File: src/verilog/bsfx_pkg.sv
package bsfx_pkg;

  // Default sizes of the storage arrays
  localparam int REG_COUNT_DEF = 32;
  localparam int IO_COUNT_DEF = 16;
  localparam int STACK_DEPTH_DEF = 16;

  // Register port map (byte addresses)
  localparam logic [7:0] WREG_BASE = 8'h00;
  localparam logic [7:0] IO_BASE = 8'h20;
  localparam logic [7:0] STACK_PTR_ADDR = 8'h3d;
  localparam logic [7:0] STATUS_FLAGS_ADDR = 8'h3f;

  // Values after reset
  localparam logic [7:0] STATUS_FLAGS_RESET = 8'h00;
  localparam logic [7:0] DATA_RESET = 8'h00;

  // Status flag positions
  localparam logic [2:0] FLAG_C = 3'h0;
  localparam logic [2:0] FLAG_Z = 3'h1;
  localparam logic [2:0] FLAG_N = 3'h2;
  localparam logic [2:0] FLAG_V = 3'h3;
  localparam logic [2:0] FLAG_S = 3'h4;
  localparam logic [2:0] FLAG_H = 3'h5;
  localparam logic [2:0] FLAG_T = 3'h6;
  localparam logic [2:0] FLAG_I = 3'h7;

  // Cycle counts per operation class
  localparam int CYC_SHORT = 1;
  localparam int CYC_LONG = 2;

  typedef enum logic [5:0] {
    OP_NOP = 6'h00,
    OP_PUSH = 6'h01,
    OP_POP = 6'h02,
    OP_IO_BIT_SET = 6'h03,
    OP_IO_BIT_CLEAR = 6'h04,
    OP_SHIFT_LEFT_LOGICAL = 6'h05,
    OP_SHIFT_RIGHT_LOGICAL = 6'h06,
    OP_ROTATE_LEFT_THRU_CARRY = 6'h07,
    OP_ROTATE_RIGHT_THRU_CARRY = 6'h08,
    OP_SHIFT_RIGHT_ARITH = 6'h09,
    OP_NIBBLE_SWAP = 6'h0a,
    OP_REG_BIT_TO_TRANSFER_FLAG = 6'h0b,
    OP_TRANSFER_FLAG_TO_REG_BIT = 6'h0c,
    OP_STATUS_BIT_FORCE_ONE = 6'h0d,
    OP_STATUS_BIT_FORCE_ZERO = 6'h0e,
    OP_SLEEP = 6'h0f,
    OP_WATCHDOG_RESTART = 6'h10,
    OP_CARRY_ONE = 6'h11,
    OP_CARRY_ZERO = 6'h12,
    OP_NEG_ONE = 6'h13,
    OP_NEG_ZERO = 6'h14,
    OP_ZFLAG_ONE = 6'h15,
    OP_ZFLAG_ZERO = 6'h16,
    OP_GLOBAL_IRQ_ON = 6'h17,
    OP_GLOBAL_IRQ_OFF = 6'h18,
    OP_SIGN_ONE = 6'h19,
    OP_SIGN_ZERO = 6'h1a,
    OP_OVERFLOW_FORCE_ONE = 6'h1b,
    OP_OVERFLOW_FORCE_ZERO = 6'h1c,
    OP_TFLAG_ONE = 6'h1d,
    OP_TFLAG_ZERO = 6'h1e,
    OP_HALF_CARRY_FORCE_ONE = 6'h1f,
    OP_HALF_CARRY_FORCE_ZERO = 6'h20
  } bsfx_op_type;

  typedef enum logic [0:0] {
    ST_IDLE = 1'b0,
    ST_SECOND = 1'b1
  } bsfx_state_type;

  // One-hot mask for a bit index
  function automatic logic [7:0] bit_mask(input logic [2:0] idx);
    bit_mask = 8'h01 << idx;
  endfunction

endpackage

File: src/verilog/bsfx_alu_if.sv
`timescale 1ns/1ps
interface bsfx_alu_if;
  import bsfx_pkg::*;
  bsfx_op_type op;
  logic [7:0] operand;
  logic [2:0] bit_sel;
  logic [7:0] flags_in;
  logic [7:0] result;
  logic [7:0] flags_out;
  logic reg_we;
  logic flags_we;

  modport alu (input op, input operand, input bit_sel, input flags_in,
               output result, output flags_out, output reg_we, output flags_we);
  modport core (output op, output operand, output bit_sel, output flags_in,
                input result, input flags_out, input reg_we, input flags_we);
endinterface

File: src/verilog/bsfx_exec_unit.sv
`timescale 1ns/1ps
// What this block does
// [RL1] Push stores the chosen register on the stack, flags unchanged, two cycles.
// [RL2] Pop loads the chosen register from the stack, flags unchanged, two cycles.
// [RL3] I/O bit-set forces one addressed bit to one, two cycles, flags unchanged.
// [RL4] I/O bit-clear forces one addressed bit to zero, two cycles, flags unchanged.
// [RL5] Logical left shift inserts zero at bit 0; Z, C, N, V updated; one cycle.
// [RL6] Logical right shift inserts zero at bit 7; Z, C, N, V updated; one cycle.
// [RL7] Left rotate feeds old carry into bit 0, bit 7 into carry; one cycle.
// [RL8] Right rotate feeds old carry into bit 7, bit 0 into carry; one cycle.
// [RL9] Arithmetic right shift keeps bit 7; Z, C, N, V updated; one cycle.
// [RL10] Nibble swap exchanges register halves in one cycle, no flag changes.
// [RL11] Bit store copies a register bit into the transfer flag only; one cycle.
// [RL12] Bit load copies the transfer flag into one register bit; one cycle.
// [RL13] Single-cycle ops force the overflow flag one or zero, nothing else.
// [RL14] Single-cycle ops force the signed test flag one or zero, nothing else.
// [RL15] Single-cycle ops force the half-carry flag one or zero, nothing else.
// [RL16] Sleep issues in one cycle without flag changes, pulsing the sleep request.
// [RL17] Watchdog restart issues in one cycle without flag changes, pulsing restart.
// [RL18] Set and clear for C, Z, N, T, I, plus generic set/clear by index.
// [RL19] No-operation takes one cycle and changes no state.
module bsfx_exec_unit
  import bsfx_pkg::*;
#(
  parameter int REG_COUNT = REG_COUNT_DEF,
  parameter int IO_COUNT = IO_COUNT_DEF,
  parameter int STACK_DEPTH = STACK_DEPTH_DEF,
  parameter int RW = $clog2(REG_COUNT),
  parameter int IW = $clog2(IO_COUNT),
  parameter int SW = $clog2(STACK_DEPTH)
) (
  input wire logic ref_clk, // Core clock, 50 MHz
  input wire logic rst_b, // Synchronous reset, active low
  input wire logic cmd_valid, // Operation offered
  input wire bsfx_op_type cmd_op, // Operation code
  input wire logic [RW-1:0] cmd_reg, // Working register index
  input wire logic [2:0] cmd_bit, // Bit or flag index
  input wire logic [IW-1:0] cmd_io, // I/O register index
  output logic cmd_ready, // Unit can take an operation
  output logic cmd_done, // Operation finished, one cycle
  output logic sleep_req, // Sleep request pulse
  output logic wdt_restart, // Watchdog restart pulse
  output logic [7:0] status_flags, // Current status flags
  input wire logic [7:0] bus_addr, // Register port address
  input wire logic [7:0] bus_wdata, // Register port write data
  input wire logic bus_wr, // Write strobe
  input wire logic bus_rd, // Read strobe
  output logic [7:0] bus_rdata // Read data, cycle after the strobe
);

  localparam logic [7:0] WREG_END = 8'(WREG_BASE + REG_COUNT);
  localparam logic [7:0] IO_END = 8'(IO_BASE + IO_COUNT);
  localparam logic [SW-1:0] SP_TOP = SW'(STACK_DEPTH - 1);

  logic [7:0] wreg_r [REG_COUNT];
  logic [7:0] io_r [IO_COUNT];
  logic [7:0] stack_r [STACK_DEPTH];
  logic [SW-1:0] sp_r;
  logic [SW-1:0] sp_nxt;
  logic [7:0] status_flags_r;
  logic [7:0] status_flags_nxt;
  bsfx_state_type state_r;
  bsfx_state_type state_nxt;
  bsfx_op_type op_r;
  logic [RW-1:0] reg_idx_r;
  logic [IW-1:0] io_idx_r;
  logic [2:0] bit_r;
  logic [7:0] hold_r;
  logic [7:0] rdata_r;
  logic [7:0] rdata_nxt;
  logic done_r;
  logic sleep_r;
  logic wdt_r;

  bsfx_alu_if alu_bus ();

  bsfx_shift_alu u_alu (
    .alu(alu_bus)
  );

  // Command acceptance; long ops hold off the next one for a cycle
  wire cmd_take = cmd_valid && (state_r == ST_IDLE);
  wire long_op = (cmd_op == OP_PUSH) || (cmd_op == OP_POP) ||
                 (cmd_op == OP_IO_BIT_SET) || (cmd_op == OP_IO_BIT_CLEAR);
  wire in_second = (state_r == ST_SECOND);

  assign alu_bus.op = cmd_op;
  assign alu_bus.operand = wreg_r[cmd_reg];
  assign alu_bus.bit_sel = cmd_bit;
  assign alu_bus.flags_in = status_flags_r;

  // Register port decode
  wire sel_wreg = (bus_addr >= WREG_BASE) && (bus_addr < WREG_END);
  wire sel_io = (bus_addr >= IO_BASE) && (bus_addr < IO_END);
  wire sel_sp = (bus_addr == STACK_PTR_ADDR);
  wire sel_flags = (bus_addr == STATUS_FLAGS_ADDR);
  wire [RW-1:0] bus_wreg_idx = RW'(bus_addr - WREG_BASE);
  wire [IW-1:0] bus_io_idx = IW'(bus_addr - IO_BASE);

  // Read mux; unmapped addresses read as zero
  always_comb begin
    if (!bus_rd) begin
      rdata_nxt = DATA_RESET;
    end else if (sel_wreg) begin
      rdata_nxt = wreg_r[bus_wreg_idx];
    end else if (sel_io) begin
      rdata_nxt = io_r[bus_io_idx];
    end else if (sel_sp) begin
      rdata_nxt = 8'(sp_r);
    end else if (sel_flags) begin
      rdata_nxt = status_flags_r;
    end else begin
      rdata_nxt = DATA_RESET;
    end
  end

  // Working register writes from the unit
  wire exec_reg_we = (cmd_take && alu_bus.reg_we) || (in_second && op_r == OP_POP); // RL2 RL12
  wire [RW-1:0] exec_reg_idx = in_second ? reg_idx_r : cmd_reg;
  wire [7:0] exec_reg_val = in_second ? hold_r : alu_bus.result;

  // Second-cycle commits of the long ops
  wire push_commit = in_second && (op_r == OP_PUSH); // RL1
  wire pop_commit = in_second && (op_r == OP_POP); // RL2
  wire io_commit = in_second && ((op_r == OP_IO_BIT_SET) || (op_r == OP_IO_BIT_CLEAR));
  wire [7:0] io_new = (op_r == OP_IO_BIT_SET) ? (io_r[io_idx_r] | bit_mask(bit_r)) // RL3
                                               : (io_r[io_idx_r] & ~bit_mask(bit_r)); // RL4

  // Stack pointer: push post-decrements, pop pre-increments
  assign sp_nxt = push_commit ? SW'(sp_r - 1'b1) :
                  pop_commit ? SW'(sp_r + 1'b1) :
                  (bus_wr && sel_sp) ? SW'(bus_wdata) : sp_r;

  // Unit flag writes beat a software write in the same cycle
  assign status_flags_nxt = (cmd_take && alu_bus.flags_we) ? alu_bus.flags_out :
                            (bus_wr && sel_flags) ? bus_wdata : status_flags_r;

  assign state_nxt = (cmd_take && long_op) ? ST_SECOND : ST_IDLE; // RL1 RL2 RL3 RL4

  // Control state and pulses
  always_ff @(posedge ref_clk) begin
    if (!rst_b) begin
      state_r <= ST_IDLE;
      op_r <= OP_NOP;
      sp_r <= SP_TOP;
      status_flags_r <= STATUS_FLAGS_RESET;
      rdata_r <= DATA_RESET;
      done_r <= 1'b0;
      sleep_r <= 1'b0;
      wdt_r <= 1'b0;
    end else begin
      state_r <= state_nxt;
      sp_r <= sp_nxt;
      status_flags_r <= status_flags_nxt;
      rdata_r <= rdata_nxt;
      done_r <= (cmd_take && !long_op) || in_second; // RL19
      sleep_r <= cmd_take && (cmd_op == OP_SLEEP); // RL16
      wdt_r <= cmd_take && (cmd_op == OP_WATCHDOG_RESTART); // RL17
      if (cmd_take) begin
        op_r <= cmd_op;
      end
    end
  end

  // Operand capture for the second cycle; no reset needed on data
  always_ff @(posedge ref_clk) begin
    if (cmd_take) begin
      reg_idx_r <= cmd_reg;
      io_idx_r <= cmd_io;
      bit_r <= cmd_bit;
      hold_r <= (cmd_op == OP_POP) ? stack_r[SW'(sp_r + 1'b1)] : wreg_r[cmd_reg]; // RL1 RL2
    end
  end

  // Working registers: a unit write lands after a port write, so it wins
  always_ff @(posedge ref_clk) begin
    if (!rst_b) begin
      for (int i = 0; i < REG_COUNT; i++) begin
        wreg_r[i] <= DATA_RESET;
      end
    end else begin
      if (bus_wr && sel_wreg) begin
        wreg_r[bus_wreg_idx] <= bus_wdata;
      end
      if (exec_reg_we) begin
        wreg_r[exec_reg_idx] <= exec_reg_val;
      end
    end
  end

  // I/O registers, same priority as above
  always_ff @(posedge ref_clk) begin
    if (!rst_b) begin
      for (int i = 0; i < IO_COUNT; i++) begin
        io_r[i] <= DATA_RESET;
      end
    end else begin
      if (bus_wr && sel_io) begin
        io_r[bus_io_idx] <= bus_wdata;
      end
      if (io_commit) begin
        io_r[io_idx_r] <= io_new; // RL3 RL4
      end
    end
  end

  // Stack memory; wraps silently on overflow, software owns the pointer
  always_ff @(posedge ref_clk) begin
    if (!rst_b) begin
      for (int i = 0; i < STACK_DEPTH; i++) begin
        stack_r[i] <= DATA_RESET;
      end
    end else if (push_commit) begin
      stack_r[sp_r] <= hold_r; // RL1
    end
  end

  assign cmd_ready = (state_r == ST_IDLE);
  assign cmd_done = done_r;
  assign sleep_req = sleep_r;
  assign wdt_restart = wdt_r;
  assign status_flags = status_flags_r;
  assign bus_rdata = rdata_r;

  wire no_flag_wr = !(bus_wr && sel_flags);
  wire no_reg_wr = !(bus_wr && sel_wreg);
endmodule

File: src/verilog/bsfx_shift_alu.sv
`timescale 1ns/1ps
module bsfx_shift_alu
  import bsfx_pkg::*;
(
  bsfx_alu_if.alu alu // Operand in, result and flags out
);

  // Fixed-target flag ops: {valid, value, index}
  // Index is an argument so the continuous assign below wakes when it changes
  function automatic logic [4:0] fixed_flag(input bsfx_op_type op, input logic [2:0] idx);
    case (op)
      OP_CARRY_ONE: fixed_flag = {2'b11, FLAG_C};
      OP_CARRY_ZERO: fixed_flag = {2'b10, FLAG_C};
      OP_NEG_ONE: fixed_flag = {2'b11, FLAG_N};
      OP_NEG_ZERO: fixed_flag = {2'b10, FLAG_N};
      OP_ZFLAG_ONE: fixed_flag = {2'b11, FLAG_Z};
      OP_ZFLAG_ZERO: fixed_flag = {2'b10, FLAG_Z};
      OP_GLOBAL_IRQ_ON: fixed_flag = {2'b11, FLAG_I};
      OP_GLOBAL_IRQ_OFF: fixed_flag = {2'b10, FLAG_I};
      OP_SIGN_ONE: fixed_flag = {2'b11, FLAG_S};
      OP_SIGN_ZERO: fixed_flag = {2'b10, FLAG_S};
      OP_OVERFLOW_FORCE_ONE: fixed_flag = {2'b11, FLAG_V};
      OP_OVERFLOW_FORCE_ZERO: fixed_flag = {2'b10, FLAG_V};
      OP_TFLAG_ONE: fixed_flag = {2'b11, FLAG_T};
      OP_TFLAG_ZERO: fixed_flag = {2'b10, FLAG_T};
      OP_HALF_CARRY_FORCE_ONE: fixed_flag = {2'b11, FLAG_H};
      OP_HALF_CARRY_FORCE_ZERO: fixed_flag = {2'b10, FLAG_H};
      OP_STATUS_BIT_FORCE_ONE: fixed_flag = {2'b11, idx};
      OP_STATUS_BIT_FORCE_ZERO: fixed_flag = {2'b10, idx};
      default: fixed_flag = 5'h00;
    endcase
  endfunction

  logic [4:0] ff;
  logic shift_op;
  logic carry_new;
  logic [7:0] a;

  assign a = alu.operand;
  assign ff = fixed_flag(alu.op, alu.bit_sel);

  // Shift and rotate datapath, carry out taken from the bit shifted away
  always_comb begin
    shift_op = 1'b1;
    carry_new = a[0];
    alu.result = a;
    case (alu.op)
      OP_SHIFT_LEFT_LOGICAL: begin
        alu.result = {a[6:0], 1'b0}; // RL5
        carry_new = a[7];
      end
      OP_SHIFT_RIGHT_LOGICAL: alu.result = {1'b0, a[7:1]}; // RL6
      OP_ROTATE_LEFT_THRU_CARRY: begin
        alu.result = {a[6:0], alu.flags_in[FLAG_C]}; // RL7
        carry_new = a[7];
      end
      OP_ROTATE_RIGHT_THRU_CARRY: alu.result = {alu.flags_in[FLAG_C], a[7:1]}; // RL8
      OP_SHIFT_RIGHT_ARITH: alu.result = {a[7], a[7:1]}; // RL9
      OP_NIBBLE_SWAP: begin
        alu.result = {a[3:0], a[7:4]}; // RL10
        shift_op = 1'b0;
      end
      OP_TRANSFER_FLAG_TO_REG_BIT: begin
        alu.result = alu.flags_in[FLAG_T] ? (a | bit_mask(alu.bit_sel)) // RL12
                                          : (a & ~bit_mask(alu.bit_sel));
        shift_op = 1'b0;
      end
      default: shift_op = 1'b0;
    endcase
  end

  // Flag update; only Z, C, N and V move on shifts, S and H are left alone
  always_comb begin
    alu.flags_out = alu.flags_in;
    if (shift_op) begin
      alu.flags_out[FLAG_C] = carry_new; // RL5 RL6 RL7 RL8 RL9
      alu.flags_out[FLAG_Z] = (alu.result == 8'h00);
      alu.flags_out[FLAG_N] = alu.result[7];
      alu.flags_out[FLAG_V] = alu.result[7] ^ carry_new;
    end else if (alu.op == OP_REG_BIT_TO_TRANSFER_FLAG) begin
      alu.flags_out[FLAG_T] = a[alu.bit_sel]; // RL11
    end else if (ff[4]) begin
      alu.flags_out[ff[2:0]] = ff[3]; // RL13 RL14 RL15 RL18
    end
  end

  assign alu.reg_we = shift_op || (alu.op == OP_NIBBLE_SWAP) || (alu.op == OP_TRANSFER_FLAG_TO_REG_BIT);
  assign alu.flags_we = shift_op || (alu.op == OP_REG_BIT_TO_TRANSFER_FLAG) || ff[4];

endmodule
File: config.mk
export PLATFORM = sky130hd
export DESIGN_NAME = bsfx_exec_unit
export DESIGN_NICKNAME = d
export VERILOG_FILES = /design/src/verilog/bsfx_pkg.sv /design/src/verilog/bsfx_alu_if.sv /design/src/verilog/bsfx_exec_unit.sv /design/src/verilog/bsfx_shift_alu.sv
export SDC_FILE = /design/constraint.sdc
export NUM_CORES = 1
export LEC_CHECK = 0
export ABC_AREA = 1
export BUFFER_PORTS_ARGS = -buffer_cell sky130_fd_sc_hd__buf_2
export CAP_MARGIN = 0
export CORE_UTILIZATION = 35
export DETAILED_ROUTE_END_ITERATION = 8
export PLACE_DENSITY = 0.55
export SYNTH_ARGS = -nofsm -noshare
export SYNTH_HDL_FRONTEND = slang
export SYNTH_HIERARCHICAL = 1
export SYNTH_SLANG_ARGS = --single-unit
File: constraint.sdc
create_clock -name ref_clk -period 6.75 [get_ports ref_clk]
set_input_delay 0.675 -clock ref_clk [delete_from_list [all_inputs] [get_ports ref_clk]]
set_output_delay 0.675 -clock ref_clk [all_outputs]
set_load 0.005 [all_outputs]
# After elaboration in Yosys (flattened, before gate mapping)
# Memory sizes are Yosys's and may differ from the RTL's. A register that Yosys moved wholly into a read port is not among the register bits.
# Index checks and enable logic that the tools add are counted.
# totals
ff_bits	50
mem_count	3
output_inout_bits	20
word_cells	185
inputBits	39
mem_bits_rw	512
# mem_list
name	words	width	rd	rd_clocked_by_memory_dff	write_ports	line_no	text
wreg_r	32	8	2	0	32	bsfx_exec_unit.sv:55	logic [7:0] wreg_r [REG_COUNT];
io_r	16	8	2	1	16	bsfx_exec_unit.sv:56	logic [7:0] io_r [IO_COUNT];
stack_r	16	8	1	0	16	bsfx_exec_unit.sv:57	logic [7:0] stack_r [STACK_DEPTH];
# classes
n_mux	62
shift	2
addsub	3
bitwise	8
magnitude_cmp	7
n_eq_ne	44
n_reduce_logical	42
# op_table
op	n
two-way mux 8 bit	16
equality test 6 x 5 -> 1 bit, second input constant	16
case mux 5 bit (18 select lines)	1
case mux 8 bit (7 select lines)	1
equality test 6 x 4 -> 1 bit, second input constant	8
OR reduction 8 bit	5
two-way mux 4 bit	9
equality test 6 x 3 -> 1 bit, second input constant	5
two-way mux 1 bit	28
equality test 6 x 2 -> 1 bit, second input constant	4
logical AND 1 bit	17
AND 8 bit	2
equality test 8 x 6 -> 1 bit, second input constant	2
< comparator 8 x 6 -> 1 bit, second input constant	2
inverter 8 bit	2
OR 8 bit	2
left shift 1 x 3 -> 8 bit, first input constant	2
two-way mux 5 bit	3
equality test 6 x 1 -> 1 bit, second input constant	2
logical OR 1 bit	10
bitwise mux 8 bit	1
>= comparator 8 x 1 -> 1 bit, second input constant	1
>= comparator 8 x 6 -> 1 bit, second input constant	1
logical NOT 8 bit	1
22 further kinds	27

# Depth between registers and ports, before layout
# logic_depth
word_depth	12
ltp_mapped	23
depth_no_buf	20

# By module
# The synthesis kept the hierarchy.
# modules_own_cells
mod	cells_each	n_inst	area_each_um2
bsfx_exec_unit	4444	1	33508.4
bsfx_shift_alu	266	1	1273.7

# Worst setup path after synthesis
# Ideal clock, no wire load.
# synth_timing
kind	input to register
start	input port cmd_reg[0]
end	memory wreg_r[10][1], data pin
path_stages	22
arrival_time_ps	3065
setup_slack_ps	3418
setup_ps	267
path_buffers	5
required_ps	6483
cell_sequence	clkbuf_1 > buf_2 > clkbuf_1 > o21ai_0 > nand3_1 > nand2_1 > nand2_1 > nand2_1 > nand2_1 > nand2_1 > inv_1 > nor2_1 > nor2_1 > nand3_1 > nor2_1 > inv_1 > nand2_1 > nand2_1 > inv_1 > clkbuf_1 > clkbuf_1 > o21ai_0
# synth_rtl
item	line_no	text
start: declaration	bsfx_exec_unit.sv:36	input wire logic [RW-1:0] cmd_reg,
end: declaration	bsfx_exec_unit.sv:55	

==> qor.txt <==
Crit path top cell by count: nand2_1
hold crit path type: in2reg
Synth Area in XOR/XNOR: 0.126%
final setup fails: 0
sw frac: 29.1%
Worst Skew: 22.4 ps
switching pwr: 2.58 mW
placed cells: 5812
RSZ-0062 raised after global routing: false
main combinational cell family by area after synthesis: simple AND/OR/NAND/NOR gates
number of clock sinks: 566
number of max-slew violations in the final report: 0
initial antenna violation count: 5
status: completed
Post-Synth Adder-Cell Area: 0.180%
Rel. slew slack: 21.3%
Comb power frac: 13.4%
P_leak: 15.4 nW
worst r2r src: in_second$_SDFF_PN0_
CTS resizes: 0
most common cell after layout, fill and taps aside: nand2_1
FP Rows: 115
max cap viols: 0
crit-path max cell delay: 490 ps
die height: 317 um
maximum vdd ir drop: 154 uV
Post-Syn Area: 0.0348 mm2
Internal Pwr Total: 6.29 mW
Final min period: 4300 ps
root buf cell: clkbuf_16
Critical Path Start: cmd_reg[0]
Worst Setup Start Kind: input port
Starting Density: 35.3%
Crit Path Class: in2reg
CTS clk-pin slew, worst paths: 60 ps
crit share post-route: 63.7%
GRT overflow: 0
drt pass-1 iters: 6
mux cell area share after synthesis: 0%
# Post-CTS Setup Buffers: 0
Yosys cell types: 43
vias per cell: 5.74
number of global-route vias before repair: 30343
sequential element share of the synthesized area: 47.9%
Cells after Synth: 4710
fmax: 233 MHz
core area: 0.0984 mm2
Reg power frac: 45.5%
# IOs: 59
simple-gate portion of the synthesized area: 34.2%
Critical Path Fanout Max: 75
Avg Synthesized Cell Area: 7.38 um2
placed wire-length estimate: 91600 um
CTS Buf Count: 66
pwr dens: 232 mW/mm2
Worst-Margin Slew: 1180 ps
largest net degree at the start of global routing: 76
hold_sp: cmd_io[2]
Routed Antenna Nets: 0
ANT cells: 0
Iteration-0 DRC Markers: 4345
most frequent cells in the layout: nand2_1 (1468), nand3_1 (719), edfxtp_1 (532), nor2_1 (509), o21ai_0 (484)
cell breakdown of the critical path: buf_4, clkinv_2, buf_12, nand2_1, nand3_1, nand3_1, nand2_1, nand2_1, nand3_1, o21a_1, inv_1, nor2_1, nor2_1, o211ai_1, nor2_1, inv_1, nand2_1, nand2_1, inv_1, buf_4, o21ai_0
compound-cell area share of the yosys netlist: 11.3%
worst path required time: 7110 ps
H-tree Lvls: 3
post-synth top area cell: edfxtp_1
Finished Layout Cells: 5931
vias: 34030
first-pass GRT wire length: 204000 um
arrival time at the worst endpoint: 4660 ps
CTS max path bufs: 3
Die X: 317 um
Clock Latency Late Sink: 640 ps
# hold bufs at CTS: 0
drt wl/cell: 23.6 um
TritonCTS clock tree: done
gp weighted congestion: 0.957
die area: 0.101 mm2
Yosys top cell area share: 45.9%
slowest CP cell: inv_1
setup TNS: 0 ps
Final Hold Viols: 0
drt total wl: 140000 um
Synth Register Bits: 566
Layout area overhead: 9.75%
Port Buffers: 58
Post-Syn Nets: 4754
Post-route DRC: 0
clock network fraction of design power: 41.1%
Final #Nets: 4637
layout cell share with drive strength beyond 1: 6.68%
Area contributors post-synth: edfxtp_1 (46%), nand2_1 (16%), nand3_1 (10%)
CP endpoint kind: flop
Synth Warn #: 6
Tot GR Track Use: 27.3%
layout make-up:
cell class	count	area, um2
tap	1287	1610
clock inverter	32	338
sequential	566	16700
fill	10294	60200
clock buffer	87	1780
timing repair buffer	127	851
multi-input combinational	3569	15900
inverter	263	990
power groups by stage:
stage	clock [mW]	sequential [mW]	combinational [mW]
final	3.65	4.03	1.19
after global routing	3.79	4.04	1.26
after CTS	3.67	4.03	1.16
after detailed placement	0	4.10	1.15
after global placement	0	4.10	1.15
after floorplan	0	4.06	0.676
final timing paths:
kind | cells after the start | slack, ps | to
setup / recovery | 21 | 2450 | wreg_r[29][5]$_DFFE_PP_
hold / removal | 1 | 260 | io_idx_r[2]$_DFFE_PN_
setup reg to reg | 10 | 2800 | wreg_r[19][3]$_DFFE_PP_
hold reg to reg | 2 | 500 | op_r[2]$_SDFFE_PN0N_
cell families (layout without fill, tap and decap cells):
logic type      Yosys count  count (layout)
buf+inv                 575             509
flops                   566             566
fa+ha+maj                 5               5
simple gates           2827            2827
compound gates          732             732
xor+xnor                  5               5
per-layer routing:
layer  track usage [%]  vias to the layer above  wire length (um)
met3              5.04                      349             14300
met4              10.8                        2              5830
li1                  -                    15642                 -
met5                 0                        -                10
met2              41.1                     1918             60900
met1              38.6                    16119             59200
sequential cells by signal, indices dropped and copies added (netlist names), named ones only:
name and flops:
bus_rdata 8, wreg_r 256, wdt_restart 1, cmd_done 1, hold_r 8, reg_idx_r 5
op_r 6, sp_r 4, sleep_req 1, in_second 1, stack_r 128, io_r 128
bit_r 3, io_idx_r 4, status_flags 8
cells in the mapped netlist, drive strengths merged:
| library cell | count |
|---|---|
| nand3b | 6 |
| a21oi | 109 |
| nand2 | 1479 |
| a21boi | 1 |
| clkinv | 5 |
| o221ai | 1 |
| dfxtp | 34 |
| clkbuf | 210 |
| a211oi | 1 |
| ha | 5 |
| nand3 | 724 |
| o31ai | 1 |
| a31oi | 9 |
| o2111ai | 1 |
| nor3 | 19 |
| nor4 | 2 |
| o21bai | 6 |
| o21ai | 513 |
| xor2 | 5 |
| edfxtp | 532 |
| buf | 102 |
| and2 | 2 |
| nor2 | 554 |
| inv | 258 |
| nand4 | 36 |
| o21a | 3 |
| or2 | 5 |
| o211ai | 70 |
| o22ai | 17 |
worst max-delay path, delay by kind of cell:
| family | cells | cell delay (ps) |
|---|---|---|
| AOI/OAI and AO/OA | 3 | 510 |
| buffers and inverters | 7 | 2190 |
| and+or+nand+nor | 11 | 1190 |
per-stage QoR:
| step | hold WS, ps | utilization (%) | instance area [um2] | power [mW] | setup slack (ps) |
|---|---|---|---|---|---|
| after CTS | 251 | 38.8 | 38200 | 8.85 | 2600 |
| final | 259 | 38.8 | 38200 | 8.87 | 2450 |
| after floorplan | 461 | - | 34800 | 4.74 | 3420 |
| after global placement | 474 | 36.6 | 36100 | 5.25 | 2000 |
| after detailed placement | 483 | 36.6 | 36100 | 5.25 | 1940 |
| after global routing | 261 | 38.8 | 38200 | 9.08 | 2150 |
(Power assumes the default switching activity.)
